<file path="config.mk">
export PLATFORM = sky130hd
export DESIGN_NAME = scpd_core
export DESIGN_NICKNAME = d
export VERILOG_FILES = /design/src/hw/scpd_pkg.sv /design/src/hw/scpd_mem_if.sv /design/src/hw/scpd_core.sv /design/src/hw/scpd_tone_mem.sv
export SDC_FILE = /design/constraint.sdc
export NUM_CORES = 2
export LEC_CHECK = 0
export BUFFER_PORTS_ARGS = -buffer_cell sky130_fd_sc_hd__buf_2
export CAP_MARGIN = 20
export CORE_ASPECT_RATIO = 0.5
export CORE_MARGIN = 4
export CORE_UTILIZATION = 25
export DETAILED_ROUTE_END_ITERATION = 12
export PLACE_DENSITY = 0.44
export SLEW_MARGIN = 30
export SYNTH_ARGS = -nofsm -noshare
export SYNTH_HDL_FRONTEND = slang
export SYNTH_SLANG_ARGS = --single-unit
export TNS_END_PERCENT = 30
</file>
<file path="constraint.sdc">
create_clock -name clk_i -period 10.3 [get_ports clk_i]
set_input_delay 0 -clock clk_i [delete_from_list [all_inputs] [get_ports clk_i]]
set_output_delay 0 -clock clk_i [all_outputs]
set_load 0.005 [all_outputs]
</file>
<file path="src/hw/scpd_pkg.sv">
package scpd_pkg;

  // Register byte addresses
  localparam logic [7:0] ADR_CTRL   = 8'h00;
  localparam logic [7:0] ADR_PDATA  = 8'h04;
  localparam logic [7:0] ADR_STATUS = 8'h08;
  localparam logic [7:0] ADR_TPTR   = 8'h0C;
  localparam logic [7:0] ADR_TDATA  = 8'h10;
  localparam logic [7:0] ADR_NAME   = 8'h14;

  // Control fields
  localparam int CTRL_MODE_LSB    = 0;
  localparam int CTRL_FILLCOL_BIT = 2;
  localparam int CTRL_CUSTOM_BIT  = 3;
  localparam int CTRL_V11EN_BIT   = 4;
  localparam int CTRL_FACTORY_BIT = 8;
  localparam int CTRL_PSREQ_BIT   = 9;
  localparam logic [4:0] CTRL_RESET = 5'h10;

  // Process data fields
  localparam int PD_SIREN_LSB = 16;

  // Status fields
  localparam int ST_REV_BIT    = 16;
  localparam int ST_FILLBAD    = 17;
  localparam int ST_SIRENBAD   = 18;
  localparam int ST_BUSY       = 19;
  localparam int ST_CLAMPED    = 20;
  localparam int ST_PSAVAIL    = 21;

  // Value ranges
  localparam logic [7:0] FILL_MAX      = 8'h64;
  localparam logic [7:0] SIREN_MIN     = 8'h01;
  localparam logic [7:0] SIREN_MAX     = 8'h0A;
  localparam logic [6:0] NAME_MAX_V10  = 7'h40;
  localparam logic [6:0] NAME_MAX_V11  = 7'h20;
  localparam int         SEG_MAX       = 15;
  localparam int         TONE_FIELDS   = 9;

  // Timing: LED blink half period
  localparam int CLK_HZ       = 20_000_000;
  localparam int BLINK_HZ     = 2;
  localparam int BLINK_CYC    = CLK_HZ / (2 * BLINK_HZ);

  typedef enum logic [1:0] {
    MODE_INDIV = 2'b00,
    MODE_FILL  = 2'b01,
    MODE_OFF   = 2'b10
  } scpd_mode_e;

  typedef enum logic [2:0] {
    TONE_PERM  = 3'b000,
    TONE_PULSE = 3'b001,
    TONE_RISE  = 3'b010,
    TONE_FALL  = 3'b011,
    TONE_ALT   = 3'b100,
    TONE_SWEEP = 3'b101
  } scpd_tone_e;

  typedef enum logic [1:0] {
    SEQ_IDLE  = 2'b00,
    SEQ_FETCH = 2'b01,
    SEQ_CLEAR = 2'b10
  } scpd_seq_e;

  // Tone record: type, f1, f2, period, vol, repeat, pauses, hold
  typedef logic [TONE_FIELDS-1:0][15:0] scpd_tone_t;

  // Preset frequencies in Hz, periods in ms
  localparam logic [15:0] F_2700 = 16'h0A8C;
  localparam logic [15:0] F_900  = 16'h0384;
  localparam logic [15:0] F_2100 = 16'h0834;
  localparam logic [15:0] F_2650 = 16'h0A5A;
  localparam logic [15:0] F_2800 = 16'h0AF0;
  localparam logic [15:0] F_2300 = 16'h08FC;
  localparam logic [15:0] F_3600 = 16'h0E10;
  localparam logic [15:0] F_1200 = 16'h04B0;
  localparam logic [15:0] F_800  = 16'h0320;
  localparam logic [15:0] P_1HZ  = 16'h03E8;
  localparam logic [15:0] P_05HZ = 16'h07D0;

  function automatic scpd_tone_t scpd_preset(input logic [7:0] n);
    scpd_tone_t t;
    t = '0;
    unique case (n)
      8'h01: begin t[0] = 16'(TONE_PERM);  t[1] = F_2700; end
      8'h02: begin t[0] = 16'(TONE_PERM);  t[1] = F_900;  end
      8'h03: begin t[0] = 16'(TONE_PULSE); t[1] = F_2100; end
      8'h04: begin t[0] = 16'(TONE_PULSE); t[1] = F_900;  end
      8'h05: begin t[0] = 16'(TONE_PULSE); t[1] = F_2650; end
      8'h06: begin
        t[0] = 16'(TONE_PULSE); t[1] = F_900; t[3] = P_1HZ;
      end
      8'h07: begin t[0] = 16'(TONE_PULSE); t[1] = F_2800; end
      8'h08: begin
        t[0] = 16'(TONE_SWEEP); t[1] = F_2300; t[2] = F_3600;
        t[3] = P_05HZ;
      end
      8'h09: begin t[0] = 16'(TONE_PERM);  t[1] = F_2650; end
      8'h0A: begin
        t[0] = 16'(TONE_ALT); t[1] = F_1200; t[2] = F_800;
        t[3] = P_1HZ;
      end
      default: t = '0;
    endcase
    return t;
  endfunction

endpackage

</file>
<file path="src/hw/scpd_mem_if.sv">
`timescale 1ns/100ps
// Single-port tone memory access
interface scpd_mem_if #(parameter int AW = 8, parameter int DW = 16);
  logic [AW-1:0] addr;
  logic [DW-1:0] wdata;
  logic          we;
  logic [DW-1:0] rdata;
  modport ctl (output addr, output wdata, output we, input rdata);
  modport mem (input addr, input wdata, input we, output rdata);
endinterface // scpd_mem_if

</file>
<file path="src/hw/scpd_core.sv">
`timescale 1ns/100ps
module scpd_core
  import scpd_pkg::*;
#(
  parameter int SEG_COUNT = 15,
  parameter int BLINK_CNT = scpd_pkg::BLINK_CYC
) (
  input  wire logic                  clk_i,
  input  wire logic                  resetn_i,
  input  wire logic                  wb_cyc_i,
  input  wire logic                  wb_stb_i,
  input  wire logic                  wb_we_i,
  input  wire logic [7:0]            wb_adr_i,
  input  wire logic [3:0]            wb_sel_i,
  input  wire logic [31:0]           wb_dat_i,
  output logic      [31:0]           wb_dat_o,
  output logic                       wb_ack_o,
  input  wire logic                  master_v11_i,
  output logic      [SEG_MAX-1:0]    seg_on_o,
  output logic      [4*SEG_MAX-1:0]  seg_set_o,
  output logic                       tone_on_o,
  output logic      [16*TONE_FIELDS-1:0] tone_o,
  output logic                       led_o,
  output logic                       ps_backup_o
);
  import scpd_pkg::*;

  localparam int MAW = 8;

  scpd_mem_if #(.AW(MAW), .DW(16)) mif ();

  scpd_tone_mem #(.AW(MAW), .DW(16)) u_mem (
    .clk_i (clk_i),
    .port  (mif.mem)
  );

  logic [4:0]        ctrl;
  logic [23:0]       pdata;
  logic [7:0]        tptr;
  logic [6:0]        name_len;
  logic              clamped;
  scpd_seq_e         seq;
  logic [MAW-1:0]    cnt;
  logic              idle_q;
  logic              refresh;
  logic [8:0]        sel_key_q;
  scpd_tone_t        tone;
  scpd_tone_t        stage;
  logic              blink;
  logic [31:0]       blink_cnt;

  // Bus decode
  wire        req      = wb_cyc_i & wb_stb_i & ~wb_ack_o;
  wire        hit_ctrl = wb_adr_i == ADR_CTRL;
  wire        hit_pd   = wb_adr_i == ADR_PDATA;
  wire        hit_st   = wb_adr_i == ADR_STATUS;
  wire        hit_tp   = wb_adr_i == ADR_TPTR;
  wire        hit_td   = wb_adr_i == ADR_TDATA;
  wire        hit_nm   = wb_adr_i == ADR_NAME;
  // Tone data waits while the sequencer owns the memory port
  wire        td_ready = (seq == SEQ_IDLE) & idle_q;
  wire        go       = req & (~hit_td | td_ready);
  wire        wr       = go & wb_we_i;
  wire [31:0] wmask    = {{8{wb_sel_i[3]}}, {8{wb_sel_i[2]}},
                          {8{wb_sel_i[1]}}, {8{wb_sel_i[0]}}};
  wire [31:0] wval     = wb_dat_i & wmask;

  // Revision negotiation and derived availability
  wire rev_v11 = ctrl[CTRL_V11EN_BIT] & master_v11_i;
  wire ps_avail = rev_v11;
  wire factory = wr & hit_ctrl & wmask[CTRL_FACTORY_BIT]
               & wb_dat_i[CTRL_FACTORY_BIT];
  wire [6:0] name_max = rev_v11 ? NAME_MAX_V11 : NAME_MAX_V10;
  wire [6:0] name_req = wval[6:0];
  wire       name_big = wval[7] | (name_req > name_max);

  // Process data decode
  scpd_mode_e mode;
  assign mode = scpd_mode_e'(ctrl[CTRL_MODE_LSB +: 2]);
  wire        in_indiv = mode == MODE_INDIV;
  wire        in_fill  = mode == MODE_FILL;
  wire [7:0]  fill    = pdata[7:0];
  wire        fill_ok = fill <= FILL_MAX;
  wire [7:0]  siren   = pdata[PD_SIREN_LSB +: 8];
  wire        siren_ok = (siren >= SIREN_MIN) & (siren <= SIREN_MAX);
  wire        custom  = ctrl[CTRL_CUSTOM_BIT];
  wire [11:0] fill_prod = 12'(fill) * 12'(SEG_COUNT);
  wire [11:0] lit_cnt   = fill_prod / 12'(FILL_MAX);
  wire [3:0]  slot      = 4'(siren - SIREN_MIN);
  wire [8:0]  sel_key   = {custom, siren};

  // Segment computation per segment
  logic [SEG_MAX-1:0]   next_seg_on;
  logic [4*SEG_MAX-1:0] next_seg_set;
  genvar g;
  generate
    for (g = 0; g < SEG_MAX; g++) begin : g_seg
      wire present = g < SEG_COUNT;
      wire in_bar  = 12'(g) < lit_cnt;
      // Bit 15 of the process word never feeds a segment
      wire indiv_on = pdata[g];
      assign next_seg_on[g] = present &
        (in_indiv ? indiv_on :
         in_fill  ? (fill_ok & in_bar) : 1'b0);
      // Colour option collapses to segment 1 only in fill mode
      assign next_seg_set[4*g +: 4] =
        (in_fill && ctrl[CTRL_FILLCOL_BIT]) ? 4'h1
                                            : 4'(g + 1);
    end
  endgenerate

  // Memory port ownership
  assign mif.addr  = (seq == SEQ_IDLE) ? tptr
                   : (seq == SEQ_FETCH) ? {slot, cnt[3:0]} : cnt;
  assign mif.we    = (seq == SEQ_CLEAR) | (wr & hit_td);
  assign mif.wdata = (seq == SEQ_CLEAR) ? 16'h0000 : wb_dat_i[15:0];

  // Readback selection
  logic [31:0] rd_mux;
  always_comb begin
    rd_mux = 32'h0000_0000;
    if (hit_ctrl) begin
      rd_mux[4:0] = ctrl;
    end else if (hit_pd) begin
      rd_mux[23:0] = pdata;
    end else if (hit_st) begin
      rd_mux[SEG_MAX-1:0] = seg_on_o;
      rd_mux[ST_REV_BIT]  = rev_v11;
      rd_mux[ST_FILLBAD]  = ~fill_ok;
      rd_mux[ST_SIRENBAD] = ~siren_ok;
      rd_mux[ST_BUSY]     = seq != SEQ_IDLE;
      rd_mux[ST_CLAMPED]  = clamped;
      rd_mux[ST_PSAVAIL]  = ps_avail;
    end else if (hit_tp) begin
      rd_mux[7:0] = tptr;
    end else if (hit_td) begin
      rd_mux[15:0] = mif.rdata;
    end else if (hit_nm) begin
      rd_mux[6:0] = name_len;
    end
  end

  // Bus answer; unmapped reads return zero
  always_ff @(posedge clk_i) begin
    if (!resetn_i) begin
      wb_ack_o <= 1'b0;
      wb_dat_o <= 32'h0000_0000;
    end else begin
      wb_ack_o <= go;
      wb_dat_o <= go ? rd_mux : 32'h0000_0000;
    end
  end

  // Software registers; factory command restores defaults
  always_ff @(posedge clk_i) begin
    if (!resetn_i || factory) begin
      ctrl     <= CTRL_RESET;
      pdata    <= 24'h00_0000;
      tptr     <= 8'h00;
      name_len <= 7'h00;
      clamped  <= 1'b0;
    end else if (wr) begin
      if (hit_ctrl) begin
        ctrl <= (ctrl & ~wmask[4:0]) | wval[4:0];
      end
      if (hit_pd) begin
        pdata <= (pdata & ~wmask[23:0]) | wval[23:0];
      end
      if (hit_tp && wb_sel_i[0]) begin
        tptr <= wb_dat_i[7:0];
      end
      if (hit_nm && wb_sel_i[0]) begin
        name_len <= name_big ? name_max : name_req;
        clamped  <= name_big;
      end
    end
  end

  // Backup request is dropped under the older revision
  always_ff @(posedge clk_i) begin
    if (!resetn_i) begin
      ps_backup_o <= 1'b0;
    end else begin
      ps_backup_o <= wr & hit_ctrl & wmask[CTRL_PSREQ_BIT]
                   & wb_dat_i[CTRL_PSREQ_BIT] & ps_avail;
    end
  end

  // Selection tracker; idle_q delays tone data access by a cycle
  always_ff @(posedge clk_i) begin
    if (!resetn_i) begin
      idle_q    <= 1'b0;
      sel_key_q <= 9'h000;
    end else begin
      idle_q    <= seq == SEQ_IDLE;
      sel_key_q <= sel_key;
    end
  end

  // Sequencer events
  wire sel_moved = sel_key != sel_key_q;
  wire td_write  = wr & hit_td;
  wire take_ref  = (seq == SEQ_IDLE) & refresh;
  // Count runs one past the last field to cover the read latency
  wire fetch_end = (seq == SEQ_FETCH) & (cnt == MAW'(TONE_FIELDS));
  wire clr_done  = (seq == SEQ_CLEAR) & (&cnt);
  // A custom record with an unknown type stays silent
  wire type_ok   = stage[0] <= 16'(TONE_SWEEP);
  wire load_pre  = take_ref & siren_ok & ~custom;
  wire start_fet = take_ref & siren_ok & custom;
  // Silence on a bad selection, and while a custom record loads
  wire mute      = take_ref & ~load_pre;

  // Edits of tone data or selection re-evaluate the siren;
  // a new event in the consuming cycle wins so none is lost
  always_ff @(posedge clk_i) begin
    if (!resetn_i) begin
      refresh <= 1'b1;
    end else if (sel_moved || td_write || clr_done) begin
      refresh <= 1'b1;
    end else if (take_ref) begin
      refresh <= 1'b0;
    end
  end

  // Tone sequencer: custom fetch and memory wipe
  always_ff @(posedge clk_i) begin
    if (!resetn_i) begin
      seq <= SEQ_IDLE;
      cnt <= '0;
    end else if (factory) begin
      seq <= SEQ_CLEAR;
      cnt <= '0;
    end else begin
      unique case (seq)
        SEQ_IDLE: begin
          cnt <= '0;
          if (start_fet) begin
            seq <= SEQ_FETCH;
          end
        end
        SEQ_FETCH: begin
          if (fetch_end) begin
            seq <= SEQ_IDLE;
          end else begin
            cnt <= cnt + 1'b1;
          end
        end
        SEQ_CLEAR: begin
          if (clr_done) begin
            seq <= SEQ_IDLE;
          end else begin
            cnt <= cnt + 1'b1;
          end
        end
        default: seq <= SEQ_IDLE;
      endcase
    end
  end

  // Fetched fields gather here so the siren never sees half a record
  always_ff @(posedge clk_i) begin
    if (!resetn_i) begin
      stage <= '0;
    end else if (seq == SEQ_FETCH && cnt != '0) begin
      // Read data lags the address by one cycle
      stage[cnt[3:0] - 4'h1] <= mif.rdata;
    end
  end

  // Siren output; a record goes out whole, the factory command mutes
  always_ff @(posedge clk_i) begin
    if (!resetn_i || factory || mute) begin
      tone      <= '0;
      tone_on_o <= 1'b0;
    end else if (load_pre) begin
      tone      <= scpd_preset(siren);
      tone_on_o <= 1'b1;
    end else if (fetch_end && type_ok) begin
      // Last field arrives with the closing cycle
      tone      <= {mif.rdata, stage[TONE_FIELDS-2:0]};
      tone_on_o <= 1'b1;
    end
  end

  assign tone_o = tone;

  // Divider: one enable pulse per half period of the LED blink
  wire blink_tick = blink_cnt >= 32'(BLINK_CNT - 1);
  always_ff @(posedge clk_i) begin
    if (!resetn_i) begin
      blink_cnt <= 32'h0000_0000;
    end else if (blink_tick) begin
      blink_cnt <= 32'h0000_0000;
    end else begin
      blink_cnt <= blink_cnt + 32'h0000_0001;
    end
  end

  // LED phase moves only on the divider enable
  always_ff @(posedge clk_i) begin
    if (!resetn_i) begin
      blink <= 1'b0;
    end else if (blink_tick) begin
      blink <= ~blink;
    end
  end

  // Registered display outputs
  always_ff @(posedge clk_i) begin
    if (!resetn_i) begin
      seg_on_o  <= '0;
      seg_set_o <= '0;
      led_o     <= 1'b0;
    end else begin
      seg_on_o  <= next_seg_on;
      seg_set_o <= next_seg_set;
      led_o     <= rev_v11 ? blink : 1'b1;
    end
  end

endmodule // scpd_core

</file>
<file path="src/hw/scpd_tone_mem.sv">
`timescale 1ns/100ps
module scpd_tone_mem #(
  parameter int AW = 8,
  parameter int DW = 16
) (
  input  wire logic clk_i,
  scpd_mem_if.mem   port
);
  logic [DW-1:0] store [0:(1<<AW)-1];

  // Registered read, write-first is not needed here
  always_ff @(posedge clk_i) begin
    if (port.we) begin
      store[port.addr] <= port.wdata;
    end
    port.rdata <= store[port.addr];
  end
endmodule // scpd_tone_mem

</file>
==> results_dict.tcl <==
set metrics [dict create \
    coreArea_um2 689000 \
    rrSetupSlack_ns 3.60 \
    maxCapViolCount 0 \
    rsz0062_at_grt "false" \
    fp-row-count 215 \
    cts-root-buf "clkbuf_16" \
    drc_errors 0 \
    htreeDepth 5 \
    grt_pass1_wl_um 753000 \
    synth.area.top_cells "edfxtp_1, mux4_2, dfxtp_1" \
    ant_nets 0 \
    drt_iter0_markers 9128 \
    dp.cells 18207 \
    synthArstFlopShare 0 \
    pin_count 305 \
    routed_via_density 4.71 \
    grt_max_degree 193 \
    drtPass1Iterations 7 \
    route.final.wire_length_um 544000 \
    ys_seq_area_frac 0.759 \
    worstPathCellList "inv_1 > fa_1 > fa_1 > inv_1 > ha_1 > a21oi_1 > o21ai_2 > xnor2_2 > a2111oi_0 > a31oi_1 > o221ai_2 > nand3_1 > a32o_2 > a211oi_4 > o31ai_2 > a311oi_4 > nor4bb_1 > nor3_1 > nor2_1 > o211ai_1 > o22ai_1" \
    hold_viol_final 0 \
    vdd_drop_max_v 0.000144 \
    p_per_area_nw_per_um2 183 \
    setup_ws_ns 3.60 \
    areaGrowthSynthToFinish_pct 18.3 \
    yosysTopAreaCellShare 0.709 \
    fin_cells 19226 \
    antenna_found_initial 38 \
    dr_wl_met3_um 30900 \
    netlist_instances 8868 \
    wl_met1_um 246000 \
    critPathKind "register to register" \
    initial_utilization 0.252 \
    wl_per_cell_um 28.3 \
    crit_path_end_kind "register" \
    numCtsBuffers 458 \
    synth_area_per_cell_um2 19.6 \
    slowest_delay_ns 0.60 \
    critPathLaunchType "register" \
    synth.distinct_cells 92 \
    track_usage 0.149 \
    fmax_ghz 0.149 \
    fp.dieH_um 597 \
    worst_path_max_delay_cell "dfxtp_1" \
    slew_headroom 0.241 \
    min_from "wb_adr_i[3]" \
    die-area_um2 708000 \
    die_w_um 1190 \
    synth_edf_count 4096 \
    nNetsFinal 9686 \
    ys_warn_count 0 \
    grt_pass1_vias 91480 \
    clk_latency_ns 1.07 \
    leakage_uw 0.0616 \
    arrival_ns 7.59 \
    path_buf_inv 2 \
    min_path_type "input port to register" \
    io_buffers 266 \
    cts_resized 0 \
    outcome "complete, no violations" \
    hpwl_um 320000 \
    skew_ns 0.0974 \
    post-place-ws_ns 3.68 \
    cp_max_fo 11 \
    grt.overflow.total 0 \
    vias 90562 \
    ys.flop_type "edfxtp_1" \
    cp.required_ns 11.19 \
    cts_sinks 4530 \
    slew_violations 0 \
    place.gp.congestion 0.763 \
    cts_tree "done" \
    worst_pin_slew_ns 1.13 \
    cts_max_path_buffers 4 \
    critPathTopFamily "compound AO/OA/AOI/OAI gates" \
    period_share 0.651 \
    clkTransAtPathRegs_ns 0.06 \
    setup_viol 0 \
    period_needed_ns 6.70 \
    dr.max_layer_used "met5" \
    wl_met2_um 255000 \
    fin_util 0.298 \
    drive_above_1_share 0.268 \
    finalSetupTns_ns 0 \
    netlist_area_um2 173000 \
    synth_seq_cells 4530 \
    yosysTopAreaCell "edfxtp_1" \
]
==> routing by layer <==
layer | track usage | vias to the layer above
met1 | 0.213 | 49574
met5 | 0 | -
li1 | - | 37710
met3 | 0.0211 | 594
met2 | 0.240 | 2680
met4 | 0.0321 | 4
==> cells by family after synthesis <==
logic type,count (synthesis),synth area share
AND/OR/NAND/NOR,1179,0.0290
adder cells (fa/ha/maj),51,0.00423
flip-flops,4530,0.759
other,1,0.0000216
buffers and inverters,663,0.0161
multiplexers,1188,0.142
XOR/XNOR,50,0.00257
AO/OA/AOI/OAI,1206,0.0463
==> path summary, 6_finish.rpt <==
kind | depth (start not counted) | end
max | 21 | seg_on_o[10]
min | 6 | wb_dat_o[4]
max reg2reg | 21 | seg_on_o[10]
min reg2reg | 2 | tone_o[119]
==> cells in the final DEF (no fill, tap or decap), types with 34 or more instances in the layout <==
master and count:
a21oi_1 428, a22oi_1 520, and3_1 37, buf_12 34
buf_2 266, buf_4 377, clkbuf_1 102, clkbuf_16 469
clkinv_1 95, clkinv_2 93, conb_1 38, dfxtp_1 426
dlygate4sd3_1 128, edfxtp_1 4096, ha_1 35, inv_1 51
mux2i_1 159, mux4_2 1024, nand2_1 361, nand3_1 37
nor2_1 404, nor2_2 75, nor2_4 73, o21ai_0 57
==> Yosys cell counts, types with 11 or more instances <==
master / count
buf_4: 65
nor2b_1: 28
xnor2_1: 33
o31ai_1: 21
clkbuf_1: 407
edfxtp_1: 4096
and2_1: 19
a22oi_1: 520
fa_1: 13
a21oi_1: 439
mux4_2: 1024
inv_1: 52
nand4_1: 19
buf_1: 131
o41ai_1: 21
ha_1: 37
xor2_1: 16
o22ai_1: 11
nor3_1: 34
dfxtp_1: 434
mux2i_1: 159
nand3_1: 37
o21ai_0: 61
and3_1: 38
nor4_1: 18
nor2_1: 550
nand2_1: 387
nand2b_1: 11
a31oi_1: 12
a211oi_1: 17
==> what timing repair did <==
| action | CTS | global route |
|---|---|---|
| buffers inserted | 0 | 0 |
| endpoints found under the hold margin | 1591 | 0 |
| setup endpoints to repair | 0 | 0 |
| hold buffers | 128 | 0 |
==> per-stage QoR <==
stage	cell area [um^2]	hold WS (ns)	power, uW
6_report	205000	0.118	37500
5_1_grt	205000	0.0739	38700
4_1_cts	205000	0.0190	37900
3_5_place_dp	189000	0.264	21400
3_3_place_gp	188000	0.256	21400
2_1_floorplan	174000	0.0277	20900
==> report_power, final <==
group          switching [uW]  total, uW  internal (uW)
clock                    7290      16500           9170
combinational             742        970            228
sequential               19.9      20000          20000
==> flip-flops by register name, indices dropped and copies added, names as in the netlist, 2 cells and up, named ones only <==
signal and flops:
blink_cnt 32, tptr 8, cnt 8, name_len 7
wb_dat_o 24, u_mem.port.rdata 16, seg_on_o 15, seq 2
seg_set_o 4, sel_key_q 9, tone_o 144, u_mem.store 4096
stage 128
==> area by class of cell <==
cell class | instances | area [um^2]
Fill cell | 67436 | 483000
Sequential cell | 4530 | 132000
Multi-Input combinational cell | 3712 | 40300
Clock buffer | 611 | 12600
Tap cell | 9222 | 11500
Timing Repair Buffer | 832 | 6720
Clock inverter | 244 | 2040
Inverter | 52 | 198
Antenna cell | 23 | 57.6
==> worst register-to-register path, cell delays in order, from the launching register on <==
cell and delay, ns:
dfxtp_1 0.60, inv_1 0.22, fa_1 0.49, fa_1 0.52
inv_1 0.05, ha_1 0.42, a21oi_1 0.32, o21ai_2 0.13
xnor2_2 0.26, a2111oi_0 0.50, a31oi_1 0.10, o221ai_2 0.56
nand3_1 0.19, a32o_2 0.32, a211oi_4 0.31, o31ai_2 0.14
a311oi_4 0.41, nor4bb_1 0.12, nor3_1 0.36, nor2_1 0.12
o211ai_1 0.31, o22ai_1 0.11
(Power assumes the default switching activity.)
